## config.mk

```make
export PLATFORM = sky130hd
export DESIGN_NAME = ccpc_top
export DESIGN_NICKNAME = d
export VERILOG_FILES = /design/src/shared/ccpc_pkg.sv /design/src/hdl/ccpc_hyst.sv /design/src/hdl/ccpc_top.sv
export VERILOG_INCLUDE_DIRS = /design/src /design/src/shared
export SDC_FILE = /design/constraint.sdc
export NUM_CORES = 1
export LEC_CHECK = 0
export ABC_CLOCK_PERIOD_IN_PS = 9200
export BUFFER_PORTS_ARGS = -buffer_cell sky130_fd_sc_hd__buf_2
export CELL_PAD_IN_SITES_DETAIL_PLACEMENT = 1
export CELL_PAD_IN_SITES_GLOBAL_PLACEMENT = 1
export CORE_ASPECT_RATIO = 0.7
export CORE_UTILIZATION = 35
export CTS_CLUSTER_DIAMETER = 100
export DETAILED_ROUTE_END_ITERATION = 8
export PLACE_DENSITY_LB_ADDON = 0.1
export SLEW_MARGIN = 40
export SYNTH_ARGS = -nofsm -noshare
export SYNTH_HDL_FRONTEND = slang
export SYNTH_SLANG_ARGS = --single-unit
export TNS_END_PERCENT = 30
```

## constraint.sdc

```tcl
create_clock -name mclk_i -period 9.2 [get_ports mclk_i]
set_clock_uncertainty 0.05 [all_clocks]
set_input_delay 0.46 -clock mclk_i [delete_from_list [all_inputs] [get_ports mclk_i]]
set_output_delay 0.46 -clock mclk_i [all_outputs]
set_load 0.01 [all_outputs]
```

## src/shared/ccpc_map.svh

```systemverilog
// Register offsets, configuration field positions, reset values and timing
// counts of the coil chopper phase control block.
// Assumes it is included by bare name; definitions only.
`ifndef CCPC_MAP_SVH
`define CCPC_MAP_SVH

// Register byte offsets; coil c sits at base + 4*c
`define CCPC_CFG_OFS         8'h00
`define CCPC_STAT_OFS        8'h10
`define CCPC_CNT_OFS         8'h20
`define CCPC_OFS_STEP        8'h04

// Configuration field positions
`define CCPC_SDT_LSB         0
`define CCPC_HSTART_LSB      4
`define CCPC_HYSTERESIS_END_LSB        7
`define CCPC_FDTOP_BIT       11
`define CCPC_FDCMP_DIS_BIT   12
`define CCPC_CHOP_MODE_BIT   13
`define CCPC_BLANK_LSB       14
`define CCPC_CFG_W           16

// Status field positions
`define CCPC_ST_PHASE_LSB    0
`define CCPC_ST_COT_BIT      4
`define CCPC_ST_HYST_LSB     8

// Reset values
`define CCPC_CFG_RST         16'h0000

// Timing counts in system clocks, and the hysteresis end bias
`define CCPC_SLOW_BASE       12
`define CCPC_SLOW_STEP       32
`define CCPC_FAST_STEP       32
`define CCPC_BLANK0          16
`define CCPC_BLANK1          24
`define CCPC_BLANK2          36
`define CCPC_BLANK3          54
`define CCPC_HYSTERESIS_DECREMENTER_PERIOD     16
`define CCPC_HYSTERESIS_END_BIAS       3

`endif

```

## src/shared/ccpc_pkg.sv

```systemverilog
// Types shared by the coil chopper phase control block.
// Assumes nothing of its surroundings.
package ccpc_pkg;

   // Chopper phase, also the bridge command driven to the power stage
   typedef enum logic [2:0] {
      PH_OFF   = 3'b000,
      PH_ON    = 3'b001,
      PH_SLOW1 = 3'b010,
      PH_FAST  = 3'b011,
      PH_SLOW2 = 3'b100
   } ccpc_phase_t;

   // Signed comparator threshold offset and hysteresis value
   typedef logic signed [5:0] ccpc_offset_t;

endpackage

```

## src/hdl/ccpc_hyst.sv

```systemverilog
// Hysteresis decrementer of one coil chopper.
// Assumes a one-cycle load pulse at every chopper cycle start.
`timescale 1ns/1ps
`default_nettype none
`include "ccpc_map.svh"

module ccpc_hyst
(
   input  wire logic                  mclk_i,
   input  wire logic                  reset_i,
   input  wire logic                  load_i,
   input  wire logic [2:0]            hyst_start_i,
   input  wire logic [3:0]            hyst_end_i,
   output var  ccpc_pkg::ccpc_offset_t hyst_o
);
   import ccpc_pkg::*;

   ccpc_offset_t hyst_reg;
   ccpc_offset_t hyst_next;
   logic [3:0]   pre_reg;
   logic [3:0]   pre_next;

   wire ccpc_offset_t end_val;
   wire ccpc_offset_t start_val;
   wire               step_due;

   assign end_val   = ccpc_offset_t'({2'b00, hyst_end_i}) - 6'(`CCPC_HYSTERESIS_END_BIAS);
   assign start_val = ccpc_offset_t'({3'b000, hyst_start_i}) + 6'sd1 + end_val;
   assign step_due  = pre_reg == 4'(`CCPC_HYSTERESIS_DECREMENTER_PERIOD - 1);

   always_comb
   begin
      hyst_next = hyst_reg;
      pre_next  = pre_reg + 4'h1;
      if (load_i)
      begin
         hyst_next = start_val;
         pre_next  = 4'h0;
      end
      else if (step_due && (hyst_reg > end_val))
      begin
         hyst_next = hyst_reg - 6'sd1;
      end
   end

   always_ff @(posedge mclk_i)
   begin
      if (reset_i)
      begin
         hyst_reg <= '0;
         pre_reg  <= 4'h0;
      end
      else
      begin
         hyst_reg <= hyst_next;
         pre_reg  <= pre_next;
      end
   end

   assign hyst_o = hyst_reg;

endmodule
`default_nettype wire

```

## src/hdl/ccpc_top.sv

```systemverilog
// Coil chopper phase control: one independent chopper per coil, configured
// over a plain register port.
// Assumes a comparator per coil that reports |current| >= target + offset,
// and a reverse-current flag during fast decay, both synchronous to mclk_i.
//
// Strobed register access and the placing of the registers are this design's own decisions.
`timescale 1ns/1ps
`default_nettype none
`include "ccpc_map.svh"

module ccpc_top
#(
   parameter int NCOIL = 2
)
(
   input  wire logic                   mclk_i,
   input  wire logic                   reset_i,
   input  wire logic [7:0]             reg_addr_i,
   input  wire logic [31:0]            reg_wdata_i,
   input  wire logic                   reg_wr_i,
   input  wire logic                   reg_rd_i,
   output var  logic [31:0]            reg_rdata_o,
   input  wire logic [NCOIL-1:0]       cmp_reached_i,
   input  wire logic [NCOIL-1:0]       cmp_reverse_i,
   input  wire logic [NCOIL-1:0]       fullstep_load_i,
   output var  logic [NCOIL-1:0][2:0]  bridge_phase_o,
   output var  logic [NCOIL-1:0][5:0]  cmp_offset_o
);
   import ccpc_pkg::*;

   // Register map holds four coils per bank before banks would overlap
   if (NCOIL < 1 || NCOIL > 4)
   begin : g_bad_ncoil
      $error("ccpc_top: NCOIL must be 1 to 4");
   end

   function automatic logic [5:0] blank_clocks(input logic [1:0] sel);
      logic [5:0] n;
      n = 6'(`CCPC_BLANK0);
      unique case (sel)
         2'b00: n = 6'(`CCPC_BLANK0);
         2'b01: n = 6'(`CCPC_BLANK1);
         2'b10: n = 6'(`CCPC_BLANK2);
         2'b11: n = 6'(`CCPC_BLANK3);
      endcase
      return n;
   endfunction

   logic [NCOIL-1:0][31:0] rd_word;
   logic [31:0]            rdata_reg;
   logic [31:0]            rdata_next;

   for (genvar c = 0; c < NCOIL; c++)
   begin : g_coil
      // Live configuration written by software, and the copy the cycle runs on
      logic [`CCPC_CFG_W-1:0] cfg_reg;
      logic [`CCPC_CFG_W-1:0] act_reg;
      logic                   cot_reg;
      ccpc_phase_t            ph_reg;
      ccpc_phase_t            ph_next;
      logic [9:0]             tmr_reg;
      logic [9:0]             tmr_next;
      logic [5:0]             blk_reg;
      logic [5:0]             blk_next;
      logic [15:0]            cyc_reg;
      ccpc_offset_t           off_reg;
      ccpc_offset_t           off_next;
      logic                   load_cyc;

      wire ccpc_offset_t hyst;
      wire               cfg_hit;
      wire               stat_hit;
      wire               cnt_hit;
      wire               cfg_wr;
      wire [3:0]         live_sdt;
      wire [1:0]         live_blank;
      wire               live_cot;
      wire [3:0]         act_sdt;
      wire [2:0]         act_hstart;
      wire [3:0]         act_hysteresis_end;
      wire [1:0]         act_blank;
      wire               act_fdcmp_dis;
      wire [3:0]         fd_code;
      wire [9:0]         slow_len;
      wire [9:0]         fast_len;
      wire               blk_done;
      wire               tmr_done;
      wire               on_end;
      wire               fast_end;
      wire [2:0]         hyst_start_sel;
      wire [3:0]         hyst_end_sel;
      wire ccpc_offset_t sine_off;
      wire [31:0]        stat_word;

      assign cfg_hit  = reg_addr_i == 8'(`CCPC_CFG_OFS + c * `CCPC_OFS_STEP);
      assign stat_hit = reg_addr_i == 8'(`CCPC_STAT_OFS + c * `CCPC_OFS_STEP);
      assign cnt_hit  = reg_addr_i == 8'(`CCPC_CNT_OFS + c * `CCPC_OFS_STEP);
      assign cfg_wr   = reg_wr_i && cfg_hit;

      assign live_sdt   = cfg_reg[`CCPC_SDT_LSB +: 4];
      assign live_blank = cfg_reg[`CCPC_BLANK_LSB +: 2];
      assign live_cot   = cfg_reg[`CCPC_CHOP_MODE_BIT] | fullstep_load_i[c];

      assign act_sdt       = act_reg[`CCPC_SDT_LSB +: 4];
      assign act_hstart    = act_reg[`CCPC_HSTART_LSB +: 3];
      assign act_hysteresis_end      = act_reg[`CCPC_HYSTERESIS_END_LSB +: 4];
      assign act_blank     = act_reg[`CCPC_BLANK_LSB +: 2];
      assign act_fdcmp_dis = act_reg[`CCPC_FDCMP_DIS_BIT];
      assign fd_code       = {act_reg[`CCPC_FDTOP_BIT], act_hstart};

      assign slow_len = 10'(`CCPC_SLOW_BASE) + 10'(`CCPC_SLOW_STEP) * 10'(act_sdt);
      assign fast_len = 10'(`CCPC_FAST_STEP) * 10'(fd_code);

      assign blk_done = blk_reg == 6'h00;
      assign tmr_done = tmr_reg == 10'h000;
      assign on_end   = blk_done && cmp_reached_i[c];
      // Off-time mode: time out, or reverse current once blanking is over
      assign fast_end = cot_reg
                        ? (tmr_done || (!act_fdcmp_dis && blk_done && cmp_reverse_i[c]))
                        : (blk_done && !cmp_reached_i[c]);

      // The decrementer samples the incoming configuration on the load edge
      assign hyst_start_sel = load_cyc ? cfg_reg[`CCPC_HSTART_LSB +: 3] : act_hstart;
      assign hyst_end_sel   = load_cyc ? cfg_reg[`CCPC_HYSTERESIS_END_LSB +: 4] : act_hysteresis_end;

      assign sine_off = ccpc_offset_t'({2'b00, act_hysteresis_end}) - 6'(`CCPC_HYSTERESIS_END_BIAS);

      ccpc_hyst u_hyst
      (
         .mclk_i       (mclk_i),
         .reset_i      (reset_i),
         .load_i       (load_cyc),
         .hyst_start_i (hyst_start_sel),
         .hyst_end_i   (hyst_end_sel),
         .hyst_o       (hyst)
      );

      always_comb
      begin
         ph_next  = ph_reg;
         tmr_next = tmr_done ? 10'h000 : tmr_reg - 10'h001;
         blk_next = blk_done ? 6'h00 : blk_reg - 6'h01;
         load_cyc = 1'b0;
         unique case (ph_reg)
            PH_OFF:
            begin
               if (live_sdt != 4'h0)
               begin
                  ph_next  = PH_ON;
                  blk_next = blank_clocks(live_blank);
                  load_cyc = 1'b1;
               end
            end
            PH_ON:
            begin
               if (on_end)
               begin
                  if (!cot_reg)
                  begin
                     ph_next  = PH_SLOW1;
                     tmr_next = slow_len - 10'h001;
                  end
                  else if (fd_code != 4'h0)
                  begin
                     ph_next  = PH_FAST;
                     tmr_next = fast_len - 10'h001;
                     blk_next = blank_clocks(act_blank);
                  end
                  else
                  begin
                     ph_next  = PH_SLOW2;
                     tmr_next = slow_len - 10'h001;
                  end
               end
            end
            PH_SLOW1:
            begin
               if (tmr_done)
               begin
                  ph_next  = PH_FAST;
                  blk_next = blank_clocks(act_blank);
               end
            end
            PH_FAST:
            begin
               if (fast_end)
               begin
                  ph_next  = PH_SLOW2;
                  tmr_next = slow_len - 10'h001;
               end
            end
            PH_SLOW2:
            begin
               if (tmr_done)
               begin
                  // Cycle boundary: a cleared slow decay time frees the coil
                  if (live_sdt == 4'h0)
                  begin
                     ph_next = PH_OFF;
                  end
                  else
                  begin
                     ph_next  = PH_ON;
                     blk_next = blank_clocks(live_blank);
                     load_cyc = 1'b1;
                  end
               end
            end
            default:
            begin
               ph_next = PH_OFF;
            end
         endcase
      end

      // Hysteresis mode lowers the threshold by the hysteresis in fast decay
      always_comb
      begin
         if (cot_reg)
         begin
            off_next = sine_off;
         end
         else if (ph_reg == PH_FAST)
         begin
            off_next = -hyst;
         end
         else
         begin
            off_next = hyst;
         end
      end

      always_ff @(posedge mclk_i)
      begin
         if (reset_i)
         begin
            cfg_reg <= `CCPC_CFG_RST;
         end
         else if (cfg_wr)
         begin
            cfg_reg <= reg_wdata_i[`CCPC_CFG_W-1:0];
         end
      end

      // Latching at the cycle start keeps a running phase from being cut short
      always_ff @(posedge mclk_i)
      begin
         if (reset_i)
         begin
            act_reg <= `CCPC_CFG_RST;
            cot_reg <= 1'b0;
         end
         else if (load_cyc)
         begin
            act_reg <= cfg_reg;
            cot_reg <= live_cot;
         end
      end

      always_ff @(posedge mclk_i)
      begin
         if (reset_i)
         begin
            ph_reg  <= PH_OFF;
            tmr_reg <= 10'h000;
            blk_reg <= 6'h00;
            off_reg <= '0;
         end
         else
         begin
            ph_reg  <= ph_next;
            tmr_reg <= tmr_next;
            blk_reg <= blk_next;
            off_reg <= off_next;
         end
      end

      // Chopper cycle counter wraps; software takes differences
      always_ff @(posedge mclk_i)
      begin
         if (reset_i)
         begin
            cyc_reg <= 16'h0000;
         end
         else if (load_cyc)
         begin
            cyc_reg <= cyc_reg + 16'h0001;
         end
      end

      assign stat_word = {16'h0000,
                          2'b00, off_reg,
                          3'b000, cot_reg,
                          1'b0, ph_reg};

      assign rd_word[c] = cfg_hit  ? {16'h0000, cfg_reg} :
                          stat_hit ? stat_word :
                          cnt_hit  ? {16'h0000, cyc_reg} :
                          32'h0000_0000;

      assign bridge_phase_o[c] = ph_reg;
      assign cmp_offset_o[c]   = off_reg;
   end

   // Unmapped addresses answer zero; data stand only in the cycle after the read
   always_comb
   begin
      rdata_next = 32'h0000_0000;
      for (int i = 0; i < NCOIL; i++)
      begin
         rdata_next = rdata_next | rd_word[i];
      end
      if (!reg_rd_i)
      begin
         rdata_next = 32'h0000_0000;
      end
   end

   always_ff @(posedge mclk_i)
   begin
      if (reset_i)
      begin
         rdata_reg <= 32'h0000_0000;
      end
      else
      begin
         rdata_reg <= rdata_next;
      end
   end

   assign reg_rdata_o = rdata_reg;

endmodule
`default_nettype wire

```

==> metrics <==
root buffer cell clkbuf_16; Post-Route WL 34000 um; CP Launch Point g_coil[0].tmr_reg[0]; setup slack, reg-to-reg 4.40 ns; hold-fix buffers at CTS 0; Avg Inst Size Synth 7.95 um2; Initial Util 0.362; CP Capture Type flop; CP Data Required Time between 9 and 10 ns; layout cells sized above 1 0.122; gr usage total 0.231; post-CTS resize count 0; fin crit share 0.521; final antenna-violating net count 0; DRC violations left 7; post-synth top area share 0.357; global-route wire length before repair 53200 um; die area 0.0299 mm2; status finished, violations left; htree depth 4; Std-Cell Rows 51; Post-synth ARST share 0; Final Slew Violations 0; final hold violation count 0; Die Wd 206 um; Final #Nets between 1000 and 1500; post-CTS setup buffers 0; pwr dens 203 mW/mm2; unrepaired setup endpoints after global routing no; die height 145 um; Seq cells post-synth 182; Crit Path Class reg2reg; total power roughly 0.0023 W; failing checks DRC; clk sinks 182; routability congestion estimate 0.825; area leader, netlist dfxtp_1; vias in the first global route 9001; Mapped Cells 1285; post-synthesis compound-gate area fraction 0.182; peak supply drop 108 uV; DR iter-0 viols 569; P&R area growth vs syn 11.6%; metal2 WL 13700 um; via density per instance 5.46; Critical Path Sink g_coil[0].u_hyst.hyst_o[0]; number of synthesized flops with an enable pin 0; main combinational cell family by area after synthesis simple AND/OR/NAND/NOR gates; Seq/Total Area, Yosys 0.357; Worst Min Path Start reg_wdata_i[15]; Ys Warns 0; Top FF cell, synth dfxtp_1; Critical Path Start Type flop; grt ovf 0; worst r2r src g_coil[0].tmr_reg[0]; fmax 0.209 GHz; M1 wire length 18600 um; Max-slew headroom 0.460; Synth area leaders dfxtp_1, a21oi_1, nand2_1; I/O Buffers 67; clock latency at the later pin of the worst-skew pair 0.45 ns; Final HPWL DP 25100 um; R2R depth 18; pin count of the biggest net entering global routing 93; worst slew pin tran just over 0.8 ns; Post-Syn Area 0.0102 mm2; highest metal used met4; WL/cell 19.9 um; crit-path max FO 39; DR vias roughly 9300; Lkg Pwr ~4.4 nW; First-pass DRT Iterations 6; clk slew on worst S/H paths 0.07 ns; CTS tree built; synth unique cells 82; Num CTS Buffers 17; minimum clock period between 4 and 5 ns; Final setup viols 0; Worst R2R End g_coil[0].u_hyst.hyst_o[0]; HP Class in2reg; setup TNS 0 ns; post-synthesis mux area share 0.0420; Clock Path Buffers 2; Synth Area in XOR/XNOR 0.0677; met3 wire length approximately 1400 um; antenna violations before repair 1; Max Cap Viol 0; Ports 100; simple-gate share of the synthesized area 0.236; Post-Synth Adder-Cell Area 0.0529; core box area approximately 0.028 mm2; crit path DAT 5.10 ns
metal layers:
layer / vias to the layer above / global-route usage
met5: - / 0
met4: 0 / 0.0493
met3: 22 / 0.0339
met2: 194 / 0.311
met1: 4528 / 0.374
li1: 4558 / -
worst max-delay path, stage by stage, from the launching register on:
cell      delay (ns)
dfxtp_1         0.43
inv_1           0.11
ha_1            0.23
nor4b_4         0.16
and3_1          0.26
o21ai_2         0.14
buf_4           0.43
mux2i_1         0.55
inv_1           0.09
ha_1            0.26
xor2_1          0.31
inv_1           0.08
ha_1            0.31
a21oi_1         0.14
o21ai_0         0.10
a31oi_1         0.45
nor2_1          0.17
xnor2_1         0.17
a211oi_1        0.23
Yosys cell counts, types with 3 or more instances:
cell,count
mux2_2,19
dfxtp_1,182
buf_1,3
clkbuf_1,46
o211ai_1,8
a311oi_1,3
a22oi_1,19
a21o_1,10
nand2_1,178
o21ai_0,32
nor3_1,56
a221oi_1,7
xnor2_1,47
nand3_1,25
nor4_1,11
or4_1,6
o31ai_1,4
buf_2,14
nor4_2,4
and3_1,11
mux2i_1,17
a21oi_1,141
nor2_1,124
and2_1,3
inv_1,60
nor2b_1,6
ha_1,40
xor2_1,32
or3_1,16
o21ai_1,3
a21boi_0,3
a211oi_1,18
nand2b_1,12
nand4_1,17
o21a_1,4
nor3b_1,8
nand3b_1,3
buf_4,17
a31oi_1,17
cell usage in the layout (no fill, tap or decap), types with 10 or more instances in the layout:
master | Yosys | final
nand2_1 | 178 | 178
nor4_1 | 11 | 11
buf_4 | 17 | 13
dfxtp_1 | 182 | 181
conb_1 | 1 | 16
xor2_1 | 32 | 32
buf_2 | 14 | 66
nand3_1 | 25 | 25
nor2_1 | 124 | 123
nor3_1 | 56 | 56
and3_1 | 11 | 11
a31oi_1 | 17 | 17
mux2i_1 | 17 | 17
clkbuf_16 | 0 | 17
mux2_2 | 19 | 19
nand2b_1 | 12 | 12
a211oi_1 | 18 | 18
nand4_1 | 17 | 17
or3_1 | 16 | 16
a22oi_1 | 19 | 19
a21o_1 | 10 | 10
ha_1 | 40 | 40
xnor2_1 | 47 | 47
inv_1 | 60 | 60
a21oi_1 | 141 | 140
o21ai_0 | 32 | 32
area by class of cell:
class                      count  area, um2
antenna                        1       2.50
fill                        3465      16900
clock inverter                12        140
timing repair buffer          81        450
sequential                   182       3640
clock buffer                  20        467
tap                          371        464
inverter                      61        229
multi-input combinational    975       6010
worst min-delay path by stage:
| stage | cells after the start | endpoint | slack (ns) |
|---|---|---|---|
| 6_report | 3 | g_coil[0].cfg_reg[15] | 0.22 |
| 4_1_cts | 3 | g_coil[0].cfg_reg[15] | 0.21 |
| 3_5_place_dp | 2 | g_coil[1].act_reg[0] | 0.40 |
| 3_3_place_gp | 1 | g_coil[0].blk_reg[0] | 0.39 |
| 2_1_floorplan | 1 | g_coil[0].blk_reg[0] | 0.37 |
| 5_1_grt | 3 | g_coil[0].cfg_reg[4] | 0.24 |
power by group:
group          switching (W)  leakage (nW)  internal (W)
Clock               0.000349         0.296      0.000427
Combinational       0.000372          2.63      0.000255
Sequential         0.0000732          1.47      0.000845
logic make-up after synthesis:
logic type	after synthesis
AOI/OAI and AO/OA	300
xor gates and xnor gates	79
adders and majority gates	42
buffers and inverters	143
DFF	182
muxes	38
other	1
and+or+nand+nor	500
metrics by stage:
step	util	cells	area (um2)	hold slack (ns)	setup slack, ns
2_1_floorplan	-	1300	10300	0.365	5.29
3_3_place_gp	0.382	1669	10800	0.392	4.57
3_5_place_dp	0.382	1669	10800	0.396	4.46
4_1_cts	0.403	1701	11400	0.207	4.42
5_1_grt	0.404	1703	11400	0.238	4.09
6_report	0.404	1703	11400	0.222	4.40
No activity file was read; power rests on OpenSTA's default activity.
